**src/pkg/pll_cfg_pkg.sv**
```systemverilog
// constants, modes and carrier types for the clock synthesizer control block
// assumes a single 100 MHz core clock; shared by the control block and its output dividers
package pll_cfg_pkg;

  // core clock and reset pulse timing
  localparam int unsigned CLK_PERIOD_NS = 10;
  localparam int unsigned RST_MIN_NS = 10;
  localparam int unsigned RST_MIN_CYC = (RST_MIN_NS + CLK_PERIOD_NS - 1) / CLK_PERIOD_NS;

  // counter widths and limits
  localparam int unsigned NUM_REF = 4;
  localparam int unsigned NUM_OUT = 3;
  localparam int unsigned MUL_W = 8;
  localparam int unsigned PRE_W = 4;
  localparam int unsigned ODIV_W = 9;
  localparam int unsigned PHASE_W = 3;
  localparam int unsigned LOOP_W = 21;
  localparam int unsigned ACC_W = 18;
  localparam logic [LOOP_W-1:0] LOOP_PRODUCT_MAX = 21'h0000FF;
  localparam logic [ACC_W-1:0] ACC_LIMIT = 18'h20000;

  // output divider values that permit phase shift
  localparam logic [ODIV_W-1:0] ODIV_PHASE_2 = 9'h002;
  localparam logic [ODIV_W-1:0] ODIV_PHASE_4 = 9'h004;

  // lock acquisition defaults, counted in reference edges
  localparam int unsigned LOCK_CNT_W = 16;
  localparam int unsigned LOCK_REF_EDGES = 64;
  localparam int unsigned FB_MISS_EDGES = 64;

  // feedback routing modes
  typedef enum logic [1:0] {
    FB_INTERNAL = 2'b00,
    FB_LOCAL = 2'b01,
    FB_CORE = 2'b10
  } fb_mode_type;

  // output phase shift codes, in steps of 45 degrees except the last
  typedef enum logic [PHASE_W-1:0] {
    PH_0 = 3'h0,
    PH_45 = 3'h1,
    PH_90 = 3'h2,
    PH_135 = 3'h3,
    PH_180 = 3'h4,
    PH_270 = 3'h5
  } phase_type;

  // eighths of a period for the 270 degree code; other codes equal their value
  localparam logic [3:0] EIGHTHS_270 = 4'h6;

  // counter and output settings from fabric
  typedef struct packed {
    logic [MUL_W-1:0] mult;
    logic [PRE_W-1:0] pre_div;
    logic [1:0] post_code;
    fb_mode_type fb_mode;
    logic [NUM_OUT-1:0] out_en;
    logic [NUM_OUT-1:0][ODIV_W-1:0] out_div;
    logic [NUM_OUT-1:0][PHASE_W-1:0] phase;
  } synth_cfg_type;

  // status seen by fabric
  typedef struct packed {
    logic locked;
    logic cfg_error;
    logic fb_missing;
  } synth_status_type;

endpackage
```
**src/core/pll_control_interface.sv**
```systemverilog
// control and status model of one clock synthesizer seen from the fabric
// assumes fabric drives select, reset and settings on core_clk_i; reference pins are async
//
// What this block does
// - reference chosen from four inputs by select
// - reset low resets; release starts lock acquisition
// - lock rises, falls on loss, holds without reference
// - lock is registered on core_clk_i; consumers filter
// - pre, multiplier, post and output divider stages
// - internal feedback output frequency counter relation
// - local/core feedback includes output-0 divider, limit 255
// - three output clocks for the global network
// - one instance may use differential reference
// - phase alignment only in local/core feedback
// - phase shift allowed only for divider 2 or 4
`timescale 1ns/100ps
module pll_control_interface #(
  parameter bit LVDS_REF_EN = 1'b0,
  parameter int unsigned LOCK_EDGES = pll_cfg_pkg::LOCK_REF_EDGES,
  parameter int unsigned FB_MISS = pll_cfg_pkg::FB_MISS_EDGES
) (
  // clock and reset
  input wire logic core_clk_i,
  input wire logic resetn_i,
  // reference clocks and selection
  input wire logic [pll_cfg_pkg::NUM_REF-1:0] ref_clk_in_i,
  input wire logic lvds_ref_clk_i,
  input wire logic [1:0] ref_clk_select_i,
  // synthesizer control from fabric
  input wire logic pll_reset_n_i,
  input wire logic feedback_clk_in_i,
  input wire pll_cfg_pkg::synth_cfg_type cfg_i,
  // synthesized clocks and status
  output logic synth_clk_out_0_o,
  output logic synth_clk_out_1_o,
  output logic synth_clk_out_2_o,
  output pll_cfg_pkg::synth_status_type status_o
);
  import pll_cfg_pkg::*;

  typedef enum logic [1:0] {
    ST_RESET = 2'b00,
    ST_ACQUIRE = 2'b01,
    ST_LOCKED = 2'b10
  } lock_state_type;

  lock_state_type state_q;
  lock_state_type state_d;
  logic [NUM_REF-1:0] ref_s1_q;
  logic [NUM_REF-1:0] ref_s2_q;
  logic [NUM_REF-1:0] ref_s3_q;
  logic [2:0] fb_sync_q;
  logic [7:0] rst_low_q;
  logic [LOCK_CNT_W-1:0] lock_cnt_q;
  logic [LOCK_CNT_W-1:0] fb_miss_q;
  logic [ACC_W-1:0] acc_q;
  logic [ACC_W-1:0] acc_d;
  logic tick_q;
  logic tick_d;
  logic [1:0] sel_q;
  synth_cfg_type cfg_snap_q;
  synth_status_type status_q;
  logic [NUM_OUT-1:0] out_clk;

  // one reference position may take the differential receive buffer
  wire [NUM_REF-1:0] ref_raw = LVDS_REF_EN ? {lvds_ref_clk_i, ref_clk_in_i[NUM_REF-2:0]}
                                           : ref_clk_in_i;

  // three-stage synchronisers for every reference and for feedback
  always_ff @(posedge core_clk_i) begin
    if (!resetn_i) begin
      ref_s1_q <= '0;
      ref_s2_q <= '0;
      ref_s3_q <= '0;
      fb_sync_q <= '0;
    end else begin
      ref_s1_q <= ref_raw;
      ref_s2_q <= ref_s1_q;
      ref_s3_q <= ref_s2_q;
      fb_sync_q <= {fb_sync_q[1:0], feedback_clk_in_i};
    end
  end

  // rising edge of the selected reference
  wire ref_edge = ref_s2_q[ref_clk_select_i] & ~ref_s3_q[ref_clk_select_i];
  wire fb_edge = fb_sync_q[1] & ~fb_sync_q[2];

  // reset taken once held low for the minimum pulse
  wire [7:0] rst_min = 8'(RST_MIN_CYC);
  wire synth_in_reset = !pll_reset_n_i && (rst_low_q + 1'b1 >= rst_min);

  // counter stage values
  wire [3:0] post_val = 4'(1 << cfg_i.post_code);
  wire [ODIV_W-1:0] fbk_div = cfg_i.out_div[0];
  wire loop_mode = (cfg_i.fb_mode != FB_INTERNAL);
  wire [LOOP_W-1:0] loop_prod = LOOP_W'(cfg_i.mult) * LOOP_W'(post_val) * LOOP_W'(fbk_div);
  wire multi_out = (cfg_i.out_en[0] & cfg_i.out_en[1]) | (cfg_i.out_en[0] & cfg_i.out_en[2])
                 | (cfg_i.out_en[1] & cfg_i.out_en[2]);

  // phase shift legality per output
  logic [NUM_OUT-1:0] phase_ok;
  logic [NUM_OUT-1:0] div_ok;
  for (genvar i = 0; i < NUM_OUT; i++) begin : g_chk
    wire [PHASE_W-1:0] ph = cfg_i.phase[i];
    wire ph2 = (ph == PH_90) || (ph == PH_180) || (ph == PH_270);
    wire ph4 = (ph == PH_45) || (ph == PH_90) || (ph == PH_135);
    assign phase_ok[i] = !cfg_i.out_en[i] || (ph == PH_0)
                       || ((cfg_i.out_div[i] == ODIV_PHASE_2) && ph2)
                       || ((cfg_i.out_div[i] == ODIV_PHASE_4) && ph4);
    assign div_ok[i] = !cfg_i.out_en[i] || (cfg_i.out_div[i] != '0);
  end

  // settings check: loop product, post divider and mode
  wire cfg_ok = (cfg_i.mult != '0) && (cfg_i.pre_div != '0) && (&div_ok) && (&phase_ok)
              && !(multi_out && (cfg_i.post_code == 2'h0))
              && (cfg_i.fb_mode == FB_INTERNAL || cfg_i.fb_mode == FB_LOCAL
                  || cfg_i.fb_mode == FB_CORE)
              && (!loop_mode || (loop_prod <= LOOP_PRODUCT_MAX))
              && (!loop_mode || (fbk_div != '0));

  // rate numerator and denominator of the post-divided frequency
  wire [ACC_W-1:0] rate_num = loop_mode ? ACC_W'(LOOP_W'(cfg_i.mult) * LOOP_W'(fbk_div))
                                        : ACC_W'(cfg_i.mult);
  // in loop modes the post divider sits inside the loop and cancels out
  wire [ACC_W-1:0] rate_den = loop_mode ? ACC_W'(cfg_i.pre_div)
                                        : ACC_W'(cfg_i.pre_div) * ACC_W'(post_val);
  wire [ACC_W-1:0] acc_sum = acc_q + (ref_edge ? rate_num : '0);
  wire acc_hit = (rate_den != '0) && (acc_sum >= rate_den);
  wire [ACC_W-1:0] acc_sub = acc_hit ? acc_sum - rate_den : acc_sum;

  // accumulator reloads with rate_den on reaching ACC_LIMIT when the rate exceeds one tick per core cycle
  assign acc_d = (acc_sub >= ACC_LIMIT) ? rate_den : acc_sub;
  assign tick_d = acc_hit && (state_q == ST_LOCKED);

  // lock decisions, advanced on reference edges except entering and leaving reset
  wire cfg_changed = (cfg_i != cfg_snap_q) || (ref_clk_select_i != sel_q);
  wire fb_lost = (cfg_i.fb_mode == FB_CORE) && (fb_miss_q >= LOCK_CNT_W'(FB_MISS));
  wire lock_done = (lock_cnt_q + 1'b1 >= LOCK_CNT_W'(LOCK_EDGES)) && cfg_ok && !fb_lost;

  // lock state machine
  always_comb begin
    state_d = state_q;
    case (state_q)
      ST_RESET: begin
        if (!synth_in_reset) begin
          state_d = ST_ACQUIRE;
        end
      end
      ST_ACQUIRE: begin
        if (ref_edge && lock_done && !cfg_changed) begin
          state_d = ST_LOCKED;
        end
      end
      ST_LOCKED: begin
        if (ref_edge && (cfg_changed || !cfg_ok || fb_lost)) begin
          state_d = ST_ACQUIRE;
        end
      end
      default: begin
        state_d = ST_RESET;
      end
    endcase
    if (synth_in_reset) begin
      state_d = ST_RESET;
    end
  end

  // reset pulse width counter
  always_ff @(posedge core_clk_i) begin
    if (!resetn_i || pll_reset_n_i) begin
      rst_low_q <= '0;
    end else if (rst_low_q != 8'hFF) begin
      rst_low_q <= rst_low_q + 1'b1;
    end
  end

  // state, settings snapshot and acquisition counters
  always_ff @(posedge core_clk_i) begin
    if (!resetn_i) begin
      state_q <= ST_RESET;
      cfg_snap_q <= '0;
      sel_q <= '0;
      lock_cnt_q <= '0;
    end else begin
      state_q <= state_d;
      if (state_q != ST_LOCKED && (state_d != ST_LOCKED)
          && (cfg_changed || state_q == ST_RESET)) begin
        cfg_snap_q <= cfg_i;
        sel_q <= ref_clk_select_i;
        lock_cnt_q <= '0;
      end else if (state_q == ST_ACQUIRE && ref_edge && lock_cnt_q != '1) begin
        lock_cnt_q <= lock_cnt_q + 1'b1;
      end else if (state_d == ST_ACQUIRE && state_q == ST_LOCKED) begin
        lock_cnt_q <= '0;
      end
    end
  end

  // feedback watchdog in reference edges, core feedback only
  always_ff @(posedge core_clk_i) begin
    if (!resetn_i || state_q == ST_RESET || fb_edge) begin
      fb_miss_q <= '0;
    end else if (ref_edge && fb_miss_q != '1) begin
      fb_miss_q <= fb_miss_q + 1'b1;
    end
  end

  // synthesized rate accumulator
  always_ff @(posedge core_clk_i) begin
    if (!resetn_i || state_q == ST_RESET) begin
      acc_q <= '0;
      tick_q <= 1'b0;
    end else begin
      acc_q <= acc_d;
      tick_q <= tick_d;
    end
  end

  // registered status; lock low during reset
  always_ff @(posedge core_clk_i) begin
    if (!resetn_i) begin
      status_q <= '0;
    end else begin
      status_q.locked <= (state_d == ST_LOCKED);
      status_q.cfg_error <= !cfg_ok;
      status_q.fb_missing <= fb_lost;
    end
  end

  // three output dividers, stopped until lock
  for (genvar i = 0; i < NUM_OUT; i++) begin : g_out
    synth_out_divider #(
      .DIV_W(ODIV_W),
      .PH_W(PHASE_W)
    ) u_div (
      .core_clk_i(core_clk_i),
      .resetn_i(resetn_i),
      .run_i(cfg_i.out_en[i] && (state_q == ST_LOCKED)),
      .tick_i(tick_q),
      .div_i(cfg_i.out_div[i]),
      .phase_i(cfg_i.phase[i]),
      .clk_o(out_clk[i])
    );
  end

  assign synth_clk_out_0_o = out_clk[0];
  assign synth_clk_out_1_o = out_clk[1];
  assign synth_clk_out_2_o = out_clk[2];
  assign status_o = status_q;
endmodule

```
**src/core/synth_out_divider.sv**
```systemverilog
// one output divider with optional phase offset
// assumes tick_i is a one-cycle pulse per post-divided synthesizer period
`timescale 1ns/100ps
module synth_out_divider #(
  parameter int unsigned DIV_W = 9,
  parameter int unsigned PH_W = 3
) (
  // clock and reset
  input wire logic core_clk_i,
  input wire logic resetn_i,
  // control
  input wire logic run_i,
  input wire logic tick_i,
  input wire logic [DIV_W-1:0] div_i,
  input wire logic [PH_W-1:0] phase_i,
  // divided clock
  output logic clk_o
);
  import pll_cfg_pkg::*;

  logic [DIV_W-1:0] cnt_q;
  logic [DIV_W-1:0] cnt_d;
  logic clk_q;
  logic clk_d;
  wire [3:0] eighths = (phase_i == PH_270) ? EIGHTHS_270 : {1'b0, phase_i};
  wire [DIV_W+3:0] off_full = (DIV_W+4)'(div_i) * (DIV_W+4)'(eighths);
  wire [DIV_W-1:0] offset = DIV_W'(off_full >> 3);
  wire [DIV_W:0] pos_raw = (DIV_W+1)'(cnt_q) + (DIV_W+1)'(offset);
  wire [DIV_W:0] pos = (pos_raw >= (DIV_W+1)'(div_i)) ? pos_raw - (DIV_W+1)'(div_i) : pos_raw;
  wire [DIV_W:0] half = ((DIV_W+1)'(div_i) + 1'b1) >> 1;
  wire single = (div_i == DIV_W'(1));

  // period counter and output level, low while stopped
  assign cnt_d = (cnt_q + 1'b1 >= div_i) ? '0 : cnt_q + 1'b1;
  assign clk_d = single ? ~clk_q : (pos < half);

  always_ff @(posedge core_clk_i) begin
    if (!resetn_i || !run_i) begin
      cnt_q <= '0;
      clk_q <= 1'b0;
    end else if (tick_i) begin
      cnt_q <= cnt_d;
      clk_q <= clk_d;
    end
  end

  assign clk_o = clk_q;
endmodule

```
**config.mk**
```make
export PLATFORM = sky130hd
export DESIGN_NAME = pll_control_interface
export DESIGN_NICKNAME = d
export VERILOG_FILES = /design/src/pkg/pll_cfg_pkg.sv /design/src/core/pll_control_interface.sv /design/src/core/synth_out_divider.sv
export SDC_FILE = /design/constraint.sdc
export NUM_CORES = 1
export LEC_CHECK = 0
export BUFFER_PORTS_ARGS = -buffer_cell sky130_fd_sc_hd__buf_2
export CAP_MARGIN = 20
export CORE_MARGIN = 2
export CORE_UTILIZATION = 45
export DETAILED_ROUTE_END_ITERATION = 7
export GPL_TIMING_DRIVEN = 0
export SLEW_MARGIN = 40
export SYNTH_ARGS = -nofsm -noshare
export SYNTH_HDL_FRONTEND = slang
export SYNTH_SLANG_ARGS = --single-unit
```
**constraint.sdc**
```tcl
create_clock -name core_clk_i -period 9.3 [get_ports core_clk_i]
set_clock_uncertainty 0.1 [all_clocks]
set_input_delay 1.86 -clock core_clk_i [delete_from_list [all_inputs] [get_ports core_clk_i]]
set_output_delay 1.86 -clock core_clk_i [all_outputs]
set_load 0.01 [all_outputs]
```
==> results of run 1 <==
## cells by family (layout without fill, tap and decap cells)
kind of cell / Yosys count / in the layout
muxes: 82 / 82
and+or+nand+nor: 977 / 977
buffers and inverters: 422 / 548
AOI/OAI and AO/OA: 511 / 511
adders and majority gates: 445 / 445
other: 1 / 2
xor gates and xnor gates: 231 / 231
DFF: 166 / 166
## flip-flops by register name, summed over array words and instances, names as in the netlist
signal	flops
cfg_snap_q	55
g_out.u_div.clk_o	3
ref_s3_q	4
ref_s1_q	4
ref_s2_q	4
state_q	2
fb_miss_q	16
fb_sync_q	3
rst_low_q	8
g_out.u_div.cnt_q	27
status_o	3
tick_q	1
sel_q	2
lock_cnt_q	16
acc_q	18
## worst max-delay path by stage
| stage | startpoint | to | slack (ns) | depth (start not counted) |
|---|---|---|---|---|
| after floorplan | cfg_i[42] | state_q[0] | 0.0009 | 33 |
| after global placement | cfg_i[42] | status_o[2] | -1.54 | 32 |
| after detailed placement | cfg_i[42] | status_o[2] | -1.68 | 32 |
| after CTS | cfg_i[41] | status_o[2] | -0.009 | 36 |
| after global routing | cfg_i[8] | g_out[2].u_div.clk_o | -0.27 | 36 |
| final | cfg_i[42] | lock_cnt_q[4] | 0.05 | 38 |
## cells in the mapped netlist (19+ instances only)
| cell type | n | area (sq um) |
|---|---|---|
| a21o_1 | 58 | 435 |
| a21oi_1 | 158 | 791 |
| and2_1 | 120 | 751 |
| and3_1 | 32 | 200 |
| clkbuf_1 | 89 | 334 |
| dfxtp_1 | 166 | 3320 |
| fa_1 | 161 | 3220 |
| ha_1 | 284 | 3550 |
| inv_1 | 310 | 1160 |
| mux2i_1 | 73 | 731 |
| nand2_1 | 306 | 1150 |
| nand2b_1 | 41 | 257 |
| nand3_1 | 61 | 305 |
| nand4_1 | 25 | 156 |
| nor2_1 | 151 | 567 |
| nor2b_1 | 94 | 588 |
| nor3_1 | 39 | 195 |
| nor4_1 | 33 | 206 |
| o21a_1 | 26 | 195 |
| o21ai_0 | 97 | 485 |
| o21bai_1 | 19 | 143 |
| xnor2_1 | 112 | 981 |
| xor2_1 | 119 | 1040 |
## metal layers
metal | global-route usage, % | vias to the layer above
met3 | 3.10 | 82
met4 | 6.35 | 0
met2 | 40.3 | 451
met1 | 32.9 | 9598
met5 | 0 | -
li1 | - | 9771
## placed cells by master, fill, tap and decap left out, types with 15 or more instances in the layout
cell,count
a21oi_2,19
o21ai_0,89
clkbuf_2,19
xor2_1,118
clkbuf_1,48
a211oi_1,15
nor3_1,38
a21oi_1,144
ha_1,270
nand2_1,295
o21a_1,26
buf_2,55
nor2_2,15
a21o_1,58
dfxtp_1,166
buf_6,16
nand4_1,25
clkbuf_16,17
nor2b_1,89
fa_1,160
nand2b_1,41
mux2i_1,71
nor2_1,139
and3_1,30
inv_1,300
nand3_1,60
and2_1,114
xnor2_1,106
buf_4,48
nor4_1,31
o21bai_1,19
## power by group
part           leakage (nW)  internal, mW  switching [mW]
clock                 0.258         0.377           0.313
sequential             1.36         0.749          0.0195
combinational          10.9          1.76            2.14
## what timing repair did
action,CTS,global route
setup endpoints to repair,40,41
hold endpoints to repair,0,0
pin swaps,49,60
resized for setup,107,103
cloned,1,0
setup buffers,42,17
## final cells by class
class                   count  area (sq um)
fillers                  4726         24300
well taps                 672           841
clock buffers              22           454
repair buffers            106           751
inverters                 311          1170
plain buffers             100           526
multi-input cells        2247         18700
clock inverters             9          96.3
flip-flops and latches    166          3320
diodes                      1          2.50
==> qor.txt, run 1 <==
Layout Cells excl Fill: 3634
post-layout total power: 5.35 mW
mux contribution to synthesized area: 3.69%
CTS Root Cell: clkbuf_16
Max Cap Viol: 0
total CTS buffers: 17
First-pass DRT Iterations: 7
CTS tree: yes
fin area: 25800 sq um
wire length on met1: 29.4 mm
VDD IR-drop max: 0.205 mV
Hold Slack: 0.332 ns
Setup WS pre-CTS: -1.68 ns
post-synthesis adder-cell area fraction: 29.6%
arrival time worst endpoint: 9.54 ns
initial antenna violation count: 3
total number of vias: 19.9k
async set-or-reset flop fraction in the synthesized netlist: 0%
RSZ-0062 raised after global routing: yes
mean post-synth cell area: 8.07 sq um
post-layout utilization of the core: 51.5%
PortBufs: 46
largest net degree at the start of global routing: 20
delay-heaviest family, CP: adder cells
WP buf/inv: 11
worst-margin pin slew: 0.858 ns
Wirelength per Cell: 17.4 um
number of flops mapped to enable cells by yosys: 0
commonest register cell after synthesis: dfxtp_1
Pleak: 12.5 nW
Post-layout nets: 3460
DIE WIDTH: 229 um
placed instance area: 24200 sq um
r2r setup slk: 3.58 ns
Setup CP Type: in -> reg
met3 wire length: 3.19 mm
CP Capture Type: flop
Die ar.: 52600 sq um
Die H: 229 um
drt drc: 0
Placed Cells: 3554
Worst-path clk slew: 0.06 ns
first-pass GRT wire length: 103 mm
min cycle time layout: 9.25 ns
CP required: 9.60 ns
vias in the first global route: 19.8k
Post-Synth Simple-Gate Area: 21.7%
status: finished, final reports clean
Final ANT Viol Nets: 0
Post-Synth XOR/XNOR Area: 8.85%
WHS Endpoint: ref_s2_q[1]
Max Fclk: 0.108 GHz
share of post-route cells with drive strength above 1: 11.6%
CP max FO: 6
Initial Util: 45.6%
Setup TNS: 0 ns
Worst path max stage delay: 0.54 ns
HP Class: reg -> reg
Slew Viols, Final: 0
RR Endpoint: acc_q[0]
CP max-delay cell: fa_1
total power divided by cell area: 207 nW/um^2
core region area: 50200 sq um
Tot GR Track Use: 24.2%
final setup margin: 0.0512 ns
Compound-Gate Fraction of Synth Area: 14.5%
sequential area share after synthesis: 14.5%
synth unique cells: 92
Yosys reg bits: 166
CTS sink cnt: 166
clk_lat worst skew: 0.45 ns
area delta synth->final: 13.0%
Setup Viol. Count Final: 0
hold buffers post-CTS: 0
element type at the critical path start: input port
Highest Signal Layer: met4
I/O pins: 72
Hold Crit Start: ref_s1_q[1]
H-tree depth: 4
met2 wire len: 29.1 mm
Reg2Reg Depth: 20
Min-Delay Path Depth: 1
grt ovf: 0
main combinational cell family by area after synthesis: adder cells
final wirelength: 63.1 mm
Top cell by count, worst path: fa_1
Final period util: 99.4%
CTS Buffer Depth: 2
post-detail-place hpwl: 50.1 mm
final hold violations: 0
cell row count: 82
post-synthesis cell count: 2835
Cell Area, Synth: 22900 sq um
number of vias per cell: 5.48
Syn. warnings: 0
Post-Syn Nets: 3346
initial DRC count: 1252
R2R Path Start: ref_s3_q[3]
Max transition margin: 42.8%
RePlAce Congestion: 0.882
(Power assumes the default switching activity.)
==> inputs of run 2 (changes only) <==
MAX_ROUTING_LAYER = met4   (was default)
==> qor.txt, run 2 (same netlist as run 1, synthesis figures left out) <==
status: finished, violations left
failing checks: negative setup slack
worst-margin pin slew: 0.832 ns
CTS Root Cell: clkbuf_16
CP max-delay cell: fa_1
HP Class: reg -> reg
Top cell by count, worst path: fa_1
delay-heaviest family, CP: adder cells
Pleak: 12.6 nW
number of vias per cell: 5.47
clk_lat worst skew: 0.46 ns
share of post-route cells with drive strength above 1: 11.9%
Final ANT Viol Nets: 0
Die ar.: 52600 sq um
max reg flops: 55
total CTS buffers: 17
total number of vias: 19.9k
CP required: 9.61 ns
H-tree depth: 4
VDD IR-drop max: 0.199 mV
RePlAce Congestion: 0.903
Hold Slack: 0.334 ns
DIE WIDTH: 229 um
Layout Cells excl Fill: 3643
Final period util: 100%
first-pass GRT wire length: 101 mm
total power divided by cell area: 208 nW/um^2
I/O pins: 72
most frequent cells in the layout: inv_1 (300), nand2_1 (296), ha_1 (271)
First-pass DRT Iterations: 8
Setup CP Type: in -> reg
Wirelength per Cell: 17.3 um
post-layout total power: 5.41 mW
Max transition margin: 43.6%
area delta synth->final: 13.7%
Slew Viols, Final: 0
commonest non-fill, non-tap cell in the layout: inv_1
grt ovf: 0
final setup margin: -0.00416 ns
initial antenna violation count: 4
element type at the critical path start: input port
Die H: 229 um
biggest regs: cfg_snap_q: 55 flops, g_out.u_div.cnt_q: 27 flops, acc_q: 18 flops
initial DRC count: 1301
Placed Cells: 3554
post-detail-place hpwl: 50.1 mm
hold buffers post-CTS: 0
vias in the first global route: 19.7k
CP Capture Type: flop
Worst-path clk slew: 0.08 ns
cell row count: 82
PortBufs: 46
CTS Buffer Depth: 2
Max Fclk: 0.107 GHz
drt drc: 0
Post-layout nets: 3465
min cycle time layout: 9.30 ns
Initial Util: 45.6%
CTS tree: yes
Worst path max stage delay: 0.52 ns
WP buf/inv: 11
CP max FO: 10
Tot GR Track Use: 24.6%
core region area: 50200 sq um
Setup Viol. Count Final: 3
CTS sink cnt: 166
largest net degree at the start of global routing: 18
RSZ-0062 raised after global routing: yes
final wirelength: 63.0 mm
Biggest register: cfg_snap_q
Max Cap Viol: 0
arrival time worst endpoint: 9.61 ns
final hold violations: 0
## run 2: worst paths after layout
kind | from | end | slack, ns | depth (start not counted)
worst min-delay path | ref_s1_q[0] | ref_s2_q[0] | 0.33 | 1
worst max register to register | ref_s3_q[0] | acc_q[1] | 3.57 | 20
worst max-delay path | cfg_i[42] | lock_cnt_q[5] | -0.004 | 37
worst min register to register | ref_s1_q[0] | ref_s2_q[0] | 0.33 | 1
## run 2: layout make-up
| class | instances | area (sq um) |
|---|---|---|
| clock buffer | 21 | 470 |
| multi-input combinational | 2247 | 18700 |
| sequential | 166 | 3320 |
| timing repair buffer | 113 | 835 |
| tap | 672 | 841 |
| buffer | 98 | 524 |
| clock inverter | 11 | 138 |
| inverter | 311 | 1170 |
| antenna | 4 | 10.0 |
| fill | 4754 | 24200 |
## run 2: repair_timing
item,4_1_cts,5_1_grt
resized for setup,107,106
pin swaps,63,45
setup endpoints to repair,40,41
setup buffers,43,25
gates cloned,1,0
## run 2: per-layer routing
layer	share of wire, %	GRT usage (%)
met5	0	-
met4	2.7	8.00
met2	45	38.8
met3	5.5	3.77
met1	47	32.2
## run 2: report_power, final
| part | total (mW) | switching (mW) | internal [mW] |
|---|---|---|---|
| logic | 3.89 | 2.12 | 1.77 |
| registers | 0.768 | 0.0193 | 0.749 |
| clock network | 0.753 | 0.330 | 0.423 |
| total | 5.41 | 2.47 | 2.94 |
## run 2: stage by stage
stage / instance area [sq um] / TNS (ns) / util [%] / worst slack [ns]
6_report: 26000 / -0.00834 / 51.8 / -0.00416
5_1_grt: 26000 / -4.62 / 51.8 / -0.285
4_1_cts: 25500 / -0.0668 / 50.8 / -0.0354
3_5_place_dp: 24100 / -45.92 / 48.1 / -1.63
3_3_place_gp: 24100 / -44.65 / 48.1 / -1.57
2_1_floorplan: 23100 / 0 / - / 0.000929
==> inputs of run 3 (changes only) <==
SETUP_SLACK_MARGIN = 0.15   (was default)
==> qor.txt, run 3 (same netlist as run 1, synthesis figures left out) <==
number of vias per cell: 5.48
CTS Buffer Depth: 2
I/O pins: 72
final hold violations: 0
Placed Cells: 3554
failing checks: negative setup slack
Hold Slack: 0.334 ns
Highest Signal Layer: met4
total number of vias: 20.0k
commonest non-fill, non-tap cell in the layout: inv_1
CP required: 9.57 ns
initial antenna violation count: 3
Wirelength per Cell: 17.4 um
RSZ-0062 raised after global routing: yes
CP max FO: 6
PortBufs: 46
VDD IR-drop max: 0.229 mV
Slew Viols, Final: 0
switching part of the total power: 46.0%
core region area: 50200 sq um
CTS sink cnt: 166
placed instance area: 24200 sq um
Biggest register: cfg_snap_q
Final period util: 102%
Tot GR Track Use: 24.9%
total CTS buffers: 17
share of post-route cells with drive strength above 1: 12.1%
Die ar.: 52600 sq um
Switch Pwr: 2.55 mW
post-layout utilization of the core: 51.9%
Gate power share: 72.5%
vias in the first global route: 19.9k
min cycle time layout: 9.44 ns
first-pass GRT wire length: 103 mm
Setup CP Type: in -> reg
delay-heaviest family, CP: adder cells
CP max-delay cell: fa_1
fin area: 26100 sq um
largest net degree at the start of global routing: 20
status: finished, violations left
Setup TNS: -1.35 ns
arrival time worst endpoint: 9.71 ns
worst-margin pin slew: 0.863 ns
Final ANT Viol Nets: 0
area delta synth->final: 13.9%
drt drc: 0
grt ovf: 0
RePlAce Congestion: 0.889
Setup Viol. Count Final: 18
Layout Cells excl Fill: 3645
clock share of power: 13.6%
CTS tree: yes
HP Class: reg -> reg
CP Capture Type: flop
initial DRC count: 1096
# fillers: 4739
total power divided by cell area: 212 nW/um^2
most frequent cells in the layout: inv_1 (297), nand2_1 (296), ha_1 (273)
First-pass DRT Iterations: 5
met2 wire len: 29.4 mm
Pleak: 12.6 nW
clk_lat worst skew: 0.46 ns
Worst-path clk slew: 0.07 ns
Max Cap Viol: 0
CTS Root Cell: clkbuf_16
final wirelength: 63.4 mm
DIE WIDTH: 229 um
H-tree depth: 4
cell row count: 82
Worst path max stage delay: 0.52 ns
Max Fclk: 0.106 GHz
Post-layout nets: 3468
max reg flops: 55
Max transition margin: 42.5%
WP buf/inv: 10
Initial Util: 45.6%
Die H: 229 um
met3 wire length: 3.30 mm
final setup margin: -0.140 ns
biggest regs: cfg_snap_q: 55 flops, g_out.u_div.cnt_q: 27 flops, acc_q: 18 flops
wire length on met1: 28.8 mm
Reg power frac: 13.9%
Internal: 2.99 mW
element type at the critical path start: input port
Top cell by count, worst path: fa_1
post-detail-place hpwl: 50.6 mm
run 3: changes by cell type in the layout (fill, tap and decap cells not counted), moves of 4 or more:
cell | previous run | this run
clkbuf_2 | 14 | 22
buf_4 | 54 | 47
buf_6 | 16 | 23
a21oi_2 | 22 | 16
buf_2 | 58 | 53
clkinv_8 | 0 | 5
nor2_2 | 9 | 14
clkbuf_8 | 4 | 0
run 3: metrics by stage:
step	setup WS [ns]	power [mW]
floorplan	0.151	3.39
global placement	-1.67	4.00
detailed placement	-1.76	4.08
CTS	-0.150	5.22
global route	-0.380	6.01
finish	-0.140	5.54
run 3: timing repair:
item	CTS	global route
gates resized for setup	116	107
pin swaps	57	76
buffers inserted	45	17
gates cloned	1	0
hold buffers	0	0
endpoints found under the setup margin	41	41
run 3: final timing paths:
kind,from,to,slack (ns),cells past startpoint
max,cfg_i[42],status_o[2],-0.14,37
min,ref_s1_q[2],ref_s2_q[2],0.33,1
max reg2reg,ref_s3_q[3],acc_q[1],3.53,20
min reg2reg,ref_s1_q[2],ref_s2_q[2],0.33,1
run 3: final cells by class:
type	instances	area, sq um	share of cell area (%)
Inverter	311	1170	4.48
Sequential cell	166	3320	12.8
Antenna cell	3	7.51	0.0288
Clock inverter	15	200	0.768
Buffer	104	568	2.18
Timing Repair Buffer	110	812	3.12
Tap cell	672	841	3.23
Clock buffer	17	425	1.63
Multi-Input combinational cell	2247	18700	71.8
run 3: power groups by stage:
stage	Sequential, mW	Clock (mW)	Combinational (mW)
2_1_floorplan	0.778	0	2.61
3_3_place_gp	0.783	0	3.22
6_report	0.767	0.752	4.02
5_1_grt	0.771	0.796	4.45
4_1_cts	0.767	0.768	3.68
3_5_place_dp	0.783	0	3.30
run 3: metal layers:
layer | GRT usage, % | vias to the layer above
li1 | - | 9809
met1 | 31.8 | 9589
met2 | 40.4 | 474
met3 | 3.80 | 106
met4 | 7.87 | 0
met5 | - | -
